$ cat src/sss_pkg.sv
// package of constants for the slave-select / output-enable block
// assumes nothing beyond a SystemVerilog compiler
package sss_pkg;
  localparam logic [3:0] MODE_MASTER_DIV4 = 4'h0;
  localparam logic [3:0] MODE_MASTER_DIV16 = 4'h1;
  localparam logic [3:0] MODE_MASTER_DIV64 = 4'h2;
  localparam logic [3:0] MODE_MASTER_TMR = 4'h3;
  localparam logic [3:0] MODE_SLAVE_SS = 4'h4;
  localparam logic [3:0] MODE_SLAVE_NOSS = 4'h5;
  localparam int BITS_PER_FRAME = 8;
  localparam int CNT_W = 3;
  localparam int DIV_W = 6;
  localparam logic [7:0] RESET_DIR = 8'hff;
  localparam int SDO_DIR_BIT = 5;
  localparam logic [7:0] RESET_DATA = 8'h00;
endpackage

$ cat src/sss_sync.sv
// two-flop synchroniser for one level from outside the clock domain
// assumes clock and arst_n of the core domain
`timescale 1ns/1ps
module sss_sync #(
  parameter logic RST_VAL = 1'b0
) (
  input wire logic clock,
  input wire logic arst_n,
  input wire logic d,
  output logic q
);
  logic meta_ff;
  logic sync_ff;
  always_ff @(posedge clock or negedge arst_n) begin
    if (!arst_n) begin
      meta_ff <= RST_VAL;
      sync_ff <= RST_VAL;
    end else begin
      meta_ff <= d;
      sync_ff <= meta_ff;
    end
  end
  assign q = sync_ff;
endmodule

$ cat src/sss_core.sv
////////////////////////////////////////////////////////////////////////////
// synchronous serial port core: shift logic, port c direction, pin muxing
// assumes pins are asynchronous to clock; cpu side ports are synchronous
`timescale 1ns/1ps
module sss_core (
  input wire logic clock,
  input wire logic arst_n,
  input wire logic [3:0] sync_serial_control,
  input wire logic port_enable,
  input wire logic clock_edge_sel,
  input wire logic clock_idle_high,
  input wire logic [7:0] tx_data,
  input wire logic tx_load,
  output logic [7:0] rx_data,
  output logic rx_done,
  input wire logic [7:0] dir_wr_data,
  input wire logic dir_wr,
  input wire logic dir_rmw,
  output logic [7:0] port_c_direction_reg,
  input wire logic port_a_bit_five_in,
  input wire logic port_c_bit_three_in,
  output logic port_c_bit_three_out,
  output logic port_c_bit_three_oe,
  input wire logic port_c_bit_four_in,
  output logic port_c_bit_five_out,
  output logic port_c_bit_five_oe,
  output logic ss_mode_err
);
  ////////////////////////////////////////////////////////////////////////
  logic ss_sync;
  logic sck_sync;
  logic sdi_sync;
  // select resets to its idle level so sdo is not enabled just after reset
  sss_sync #(.RST_VAL(1'b1)) u_ss (.clock(clock), .arst_n(arst_n),
    .d(port_a_bit_five_in), .q(ss_sync));
  sss_sync u_sck (.clock(clock), .arst_n(arst_n), .d(port_c_bit_three_in),
    .q(sck_sync));
  sss_sync u_sdi (.clock(clock), .arst_n(arst_n), .d(port_c_bit_four_in),
    .q(sdi_sync));

  logic is_master;
  logic is_slave;
  logic ss_ctrl;
  logic shift_reset;
  logic periph_oe;
  assign is_master = port_enable && (sync_serial_control[3:2] == 2'b00);
  assign is_slave = port_enable &&
    (sync_serial_control == sss_pkg::MODE_SLAVE_SS ||
     sync_serial_control == sss_pkg::MODE_SLAVE_NOSS);
  assign ss_ctrl = port_enable &&
    (sync_serial_control == sss_pkg::MODE_SLAVE_SS);
  assign shift_reset = !port_enable || (ss_ctrl && ss_sync);
  // output enable drops while the master deselects us
  assign periph_oe = port_enable && !(ss_ctrl && ss_sync);
  // flags the illegal combination; hardware still obeys the mode field
  assign ss_mode_err = is_slave && !ss_ctrl && clock_edge_sel;

  ////////////////////////////////////////////////////////////////////////
  // master clock divider, and edge detection on the sampled clock
  logic [sss_pkg::DIV_W-1:0] div_ff, nxt_div;
  logic sck_prev_ff, nxt_sck_prev;
  logic msck_ff, nxt_msck;
  logic [sss_pkg::DIV_W-1:0] div_top;
  logic tick;
  always_comb begin
    unique case (sync_serial_control[1:0])
      2'b00: div_top = 6'h01;
      2'b01: div_top = 6'h07;
      default: div_top = 6'h1f;
    endcase
    tick = is_master && (div_ff == div_top);
    nxt_div = (!is_master || tick) ? '0 : div_ff + 6'h01;
    nxt_sck_prev = sck_sync;
  end

  typedef enum logic [1:0] {SSS_IDLE = 2'b00, SSS_RUN = 2'b01} sss_state_t;
  sss_state_t st_ff, nxt_st;
  logic [7:0] sr_ff, nxt_sr;
  logic [sss_pkg::CNT_W-1:0] cnt_ff, nxt_cnt;
  logic [7:0] rx_ff, nxt_rx;
  logic done_ff, nxt_done;
  logic lead_edge;
  logic trail_edge;
  logic sample_edge;
  logic shift_edge;
  logic sck_rise;
  logic sck_fall;
  logic busy;
  logic sdo_ff, nxt_sdo;
  always_comb begin
    sck_rise = is_master ? (tick && !msck_ff) : (sck_sync && !sck_prev_ff);
    sck_fall = is_master ? (tick && msck_ff) : (!sck_sync && sck_prev_ff);
    lead_edge = clock_idle_high ? sck_fall : sck_rise;
    trail_edge = clock_idle_high ? sck_rise : sck_fall;
    // edge select 1: data changes on the edge to idle, sampled on leading
    sample_edge = clock_edge_sel ? lead_edge : trail_edge;
    shift_edge = clock_edge_sel ? trail_edge : lead_edge;
    // idle slave takes the first edge too: the frame starts at the pin
    unique case (st_ff)
      SSS_IDLE: busy = is_slave;
      SSS_RUN: busy = 1'b1;
      default: busy = 1'b0;
    endcase
    nxt_st = (st_ff == SSS_RUN) ? SSS_RUN : SSS_IDLE;
    nxt_sr = sr_ff;
    nxt_cnt = cnt_ff;
    nxt_rx = rx_ff;
    nxt_done = 1'b0;
    nxt_sdo = sdo_ff;
    nxt_msck = clock_idle_high;
    if (shift_reset) begin
      nxt_st = SSS_IDLE;
      nxt_cnt = '0;
    end else if (tx_load) begin
      nxt_sr = tx_data;
      nxt_cnt = '0;
      nxt_st = SSS_RUN;
      // first bit stands on the pin before any clock edge
      nxt_sdo = tx_data[7];
    end else begin
      if (is_master && st_ff == SSS_RUN) begin
        nxt_msck = tick ? !msck_ff : msck_ff;
      end
      // sample and shift share one register: the sampled bit enters at
      // the bottom while the bit on the pin is taken from the top
      if (busy && shift_edge) begin
        nxt_sdo = sr_ff[7];
      end
      if (busy && sample_edge) begin
        nxt_sr = {sr_ff[6:0], sdi_sync};
        nxt_cnt = cnt_ff + 3'h1;
        nxt_st = SSS_RUN;
        if (cnt_ff == 3'h7) begin
          nxt_rx = {sr_ff[6:0], sdi_sync};
          nxt_done = 1'b1;
          nxt_st = SSS_IDLE;
        end
      end
    end
  end
  always_ff @(posedge clock or negedge arst_n) begin
    if (!arst_n) begin
      div_ff <= '0;
      sck_prev_ff <= 1'b0;
      msck_ff <= 1'b0;
      st_ff <= SSS_IDLE;
      sr_ff <= sss_pkg::RESET_DATA;
      cnt_ff <= '0;
      rx_ff <= sss_pkg::RESET_DATA;
      done_ff <= 1'b0;
      sdo_ff <= 1'b0;
    end else begin
      div_ff <= nxt_div;
      sck_prev_ff <= nxt_sck_prev;
      msck_ff <= nxt_msck;
      st_ff <= nxt_st;
      sr_ff <= nxt_sr;
      cnt_ff <= nxt_cnt;
      rx_ff <= nxt_rx;
      done_ff <= nxt_done;
      sdo_ff <= nxt_sdo;
    end
  end
  assign rx_data = rx_ff;
  assign rx_done = done_ff;

  ////////////////////////////////////////////////////////////////////////
  // direction register; in slave-select mode bit five reads through the peripheral enable
  logic [7:0] dir_ff, nxt_dir;
  logic [7:0] dir_view;
  always_comb begin
    dir_view = dir_ff;
    if (ss_ctrl) begin
      dir_view[sss_pkg::SDO_DIR_BIT] = dir_ff[sss_pkg::SDO_DIR_BIT] ||
        !periph_oe;
    end
    nxt_dir = dir_ff;
    if (dir_wr) begin
      nxt_dir = dir_wr_data;
    end else if (dir_rmw) begin
      // the cpu writes back what it read, so a high select sets the bit
      nxt_dir = dir_wr_data | (dir_view & ~dir_ff);
    end
  end
  always_ff @(posedge clock or negedge arst_n) begin
    if (!arst_n) begin
      dir_ff <= sss_pkg::RESET_DIR;
    end else begin
      dir_ff <= nxt_dir;
    end
  end
  assign port_c_direction_reg = dir_view;

  ////////////////////////////////////////////////////////////////////////
  assign port_c_bit_five_out = sdo_ff;
  assign port_c_bit_five_oe = periph_oe &&
    !dir_view[sss_pkg::SDO_DIR_BIT];
  assign port_c_bit_three_out = msck_ff;
  assign port_c_bit_three_oe = is_master &&
    !dir_ff[sss_pkg::SDO_DIR_BIT - 2];

  ////////////////////////////////////////////////////////////////////////
  AST_SS_RESET: assert property (@(posedge clock) disable iff (!arst_n)
    shift_reset |=> st_ff == SSS_IDLE && cnt_ff == '0)
    else $error("shift logic not reset by select");
  AST_DIR_VIEW: assert property (@(posedge clock) disable iff (!arst_n)
    (ss_ctrl && ss_sync) |-> port_c_direction_reg[5])
    else $error("sdo direction not forced while deselected");
  AST_RMW_SET: assert property (@(posedge clock) disable iff (!arst_n)
    (dir_rmw && !dir_wr && ss_ctrl && ss_sync) |=> dir_ff[5])
    else $error("rmw did not set sdo direction");
  AST_OE_GATE: assert property (@(posedge clock) disable iff (!arst_n)
    port_c_bit_five_oe |-> !port_c_direction_reg[5] && periph_oe)
    else $error("sdo driven without enable");
  AST_SCK_DIR: assert property (@(posedge clock) disable iff (!arst_n)
    is_slave |-> !port_c_bit_three_oe)
    else $error("slave drives clock pin");
  AST_MODE_ERR: assert property (@(posedge clock) disable iff (!arst_n)
    (is_slave && clock_edge_sel && !ss_ctrl) |-> ss_mode_err)
    else $error("illegal edge mode not flagged");
  AST_SS_PIN: assert property (@(posedge clock) disable iff (!arst_n)
    (ss_ctrl && $past(port_a_bit_five_in, 2) && $past(ss_ctrl, 2)
     && $past(port_a_bit_five_in, 1)) |-> !periph_oe)
    else $error("select pin not honoured");
  AST_DONE_PULSE: assert property (@(posedge clock) disable iff (!arst_n)
    rx_done |=> !rx_done)
    else $error("done held over one cycle");
  COV_SLAVE_BYTE: cover property (@(posedge clock) disable iff (!arst_n)
    is_slave && rx_done);
  COV_DESELECT: cover property (@(posedge clock) disable iff (!arst_n)
    ss_ctrl && st_ff == SSS_RUN ##1 shift_reset);
  COV_RMW: cover property (@(posedge clock) disable iff (!arst_n)
    dir_rmw && ss_ctrl && ss_sync);
  COV_MASTER: cover property (@(posedge clock) disable iff (!arst_n)
    is_master && rx_done);
endmodule

$ cat config.mk
export PLATFORM = sky130hd
export DESIGN_NAME = sss_core
export DESIGN_NICKNAME = d
export VERILOG_FILES = /design/src/sss_pkg.sv /design/src/sss_sync.sv /design/src/sss_core.sv
export SDC_FILE = /design/constraint.sdc
export NUM_CORES = 1
export LEC_CHECK = 0
export CORE_MARGIN = 4
export CORE_UTILIZATION = 55
export CTS_CLUSTER_SIZE = 20
export DETAILED_ROUTE_END_ITERATION = 8
export DONT_BUFFER_PORTS = 1
export PLACE_DENSITY = 0.7
export SLEW_MARGIN = 10
export SYNTH_ARGS = -nofsm -noshare
export SYNTH_HDL_FRONTEND = slang
export SYNTH_SLANG_ARGS = --single-unit
$ cat constraint.sdc
create_clock -name clock -period 3.75 [get_ports clock]
set_clock_uncertainty 0.1 [all_clocks]
set_input_delay 0.75 -clock clock [delete_from_list [all_inputs] [get_ports clock]]
set_output_delay 0.75 -clock clock [all_outputs]
set_load 0.01 [all_outputs]
==> metrics <==
HPWL after detailed placement=2900 um; Post-Syn Instances=184; vias=1,346; CTS tree=built; max frequency=391 MHz; worst hold slack=0.0510 ns; Tot GR Track Use=16.7%; I/O pin count=53; worst-path cell with the longest stage delay=nor3b_1; final hold viol count=0; clock root buffer=clkbuf_8; sequential cell area fraction in the yosys report=53.7%; die width=69.4 um; status=completed; WL/cell=16.6 um; Post-synth ARST share=100%; Final period util=68.2%; Synthesis Warnings=0; critical path cell sequence=nor3b_1, nor2b_1; peak fanout along the critical path=6; Layout area overhead=4.65%; post-synthesis cell type count=38; RSZ-0062 raised after global routing=no; Mapped Nets=218; WP data arrival=1.71 ns; crit-path max cell delay=0.61 ns; Hold Path Class=in -> async; Nets=215; clk slew on worst S/H paths=0.08 ns; Setup Buffers After CTS=0; vias in the first global route=1,376; mapped cell area=2070 sq um; Core Area=3660 sq um; Inst Count DP=222; #FFs+latches synth=44; fin cells=230; ant diodes=0; via density per instance=5.85; final worst setup slack=1.19 ns; Routability Congestion=0.833; Max Cap Viol=0; grt ovf=0; CP Buf/Inv Count=0; clock latency on the worst-skew pair=0.29 ns; Residual DRC=0; Slew HR=49.9%; post-route ant nets=0; die area=4820 sq um; CTS H-tree lvls=2; die height=69.4 um; pre-CTS setup slack=0.977 ns; Avg Cell Area, Syn=11.3 sq um; predominant post-synthesis flop cell=dfrtp_1; Max Root-Sink Buffers=2; share of layout cells above drive strength 1=21.4%; total routed wirelength=3820 um; CP endpoint kind=primary output; DRT Pass-1 Iters=4; initial antenna violation count=0; worst slew pin tran=0.750 ns; Setup CP Type=in -> out; setup TNS=0 ns; post-layout minimum cycle time=2.56 ns; Startpoint Class=primary input; peak supply drop=0.286 mV; Starting Density=56.6%; first-pass GRT wire length=6480 um; hold-fix buffers at CTS=0; Final setup viols=0; Leakage=0.917 nW; EDFF count, synth=0; Required @ worst endpoint=2.90 ns; Slew Limit Fails=0; Post-CTS Resized=0; # clock sinks=44; row count=22; Num CTS Buffers=5; # port buffers=0; largest net degree at the start of global routing=45; power per cell area=433 nW/um^2; DR iter-0 viols=72; Crit path max-delay family=simple AND/OR/NAND/NOR gates
-- Yosys cell counts, drive strengths merged (2+ instances only) --
| cell | instances | share of area (%) |
|---|---|---|
| o211ai | 2 | 0.97 |
| nor2 | 19 | 3.4 |
| mux2 | 15 | 8.1 |
| nor3 | 16 | 3.9 |
| nand3 | 6 | 2.1 |
| a21oi | 7 | 1.9 |
| inv | 4 | 0.72 |
| buf | 8 | 2.8 |
| o21ai | 3 | 0.72 |
| nor2b | 4 | 1.2 |
| a31oi | 2 | 0.60 |
| clkbuf | 4 | 0.72 |
| xnor2 | 6 | 2.5 |
| dfstp | 10 | 13 |
| and3 | 2 | 0.60 |
| dfrtp | 34 | 41 |
| nand2b | 4 | 1.2 |
| xor2 | 2 | 0.85 |
| nand2 | 9 | 1.6 |
| nor3b | 2 | 0.72 |
| mux2i | 3 | 1.4 |
| o32ai | 8 | 3.4 |
| ha | 3 | 1.8 |
-- routing by layer --
layer / GRT usage, % / wire (um) / vias to the layer above
met3: 6.38 / 332 / 4
met1: 21.0 / 1640 / 651
met4: 6.29 / 34 / 0
met5: 0 / 0 / -
met2: 26.2 / 1820 / 49
li1: - / - / 642
-- power breakdown --
part	internal (mW)	switching (mW)
sequential	0.516	0.0358
clock	0.150	0.147
combinational	0.0443	0.0478
total	0.710	0.231
-- cells in the final DEF (no fill, tap or decap), drive strengths merged --
cell type / n
mux2i: 3
nor3: 16
nand2: 9
o211ai: 2
o311a: 1
nand3: 6
clkbuf: 7
o32ai: 8
nor2b: 4
inv: 4
and3: 2
a2bb2oi: 1
xor2: 2
and2: 1
a31oi: 2
or3: 1
mux2: 15
nand3b: 1
o21ai: 3
a21oi: 7
buf: 2
o211a: 1
o22a: 1
a21o: 1
dfrtp: 34
nor2: 19
clkinvlp: 1
a41oi: 1
or4b: 1
xnor2: 6
o22ai: 1
nor3b: 2
ha: 3
dfstp: 10
nand2b: 4
-- layout make-up --
type,instances,area (sq um)
flip-flops and latches,44,1110
clock inverters,1,7.51
repair buffers,2,15.0
inverters,4,15.0
clock buffers,7,86.3
fillers,319,1490
well taps,48,60.1
multi-input cells,124,872
-- worst paths after layout --
path                                   startpoint  cells after the start  slack, ns                   to
setup / recovery           sync_serial_control[2]                      2       1.19  port_c_bit_three_oe
hold / removal                             arst_n                      0       0.05           rx_data[4]
min in group clock                  u_sck.meta_ff                      0       0.26              u_sck.q
max in group asynchronous                  arst_n                      0       3.31               u_ss.q
hold reg to reg                     u_sck.meta_ff                      0       0.26              u_sck.q
setup reg to reg                        div_ff[3]                      6       1.38           rx_data[2]
-- flip-flops by register name (all words and copies together), names as in the netlist --
name / cells
u_sck.q: 1
u_ss.meta_ff: 1
port_c_bit_three_out: 1
port_c_bit_five_out: 1
sck_prev_ff: 1
u_sdi.meta_ff: 1
div_ff: 6
dir_ff: 8
u_sdi.q: 1
rx_data: 8
rx_done: 1
cnt_ff: 3
u_sck.meta_ff: 1
sr_ff: 8
st_ff: 1
u_ss.q: 1
-- logic make-up after synthesis --
kind of cell	after synthesis	synth area share, %
compound gates	29	11.1
xor+xnor	8	3.38
fa+ha+maj	3	1.81
mux	18	9.60
buf+inv	16	4.22
simple gates	66	16.2
flops	44	53.7
-- metrics by stage --
stage / utilization [%] / area [sq um] / power (mW)
final: 59.3 / 2170 / 0.940
after global routing: 59.3 / 2170 / 0.997
after CTS: 59.3 / 2170 / 0.954
after detailed placement: 56.7 / 2080 / 0.653
after global placement: 56.7 / 2080 / 0.648
after floorplan: - / 2070 / 0.639
Power figures use the tool's default switching activity.
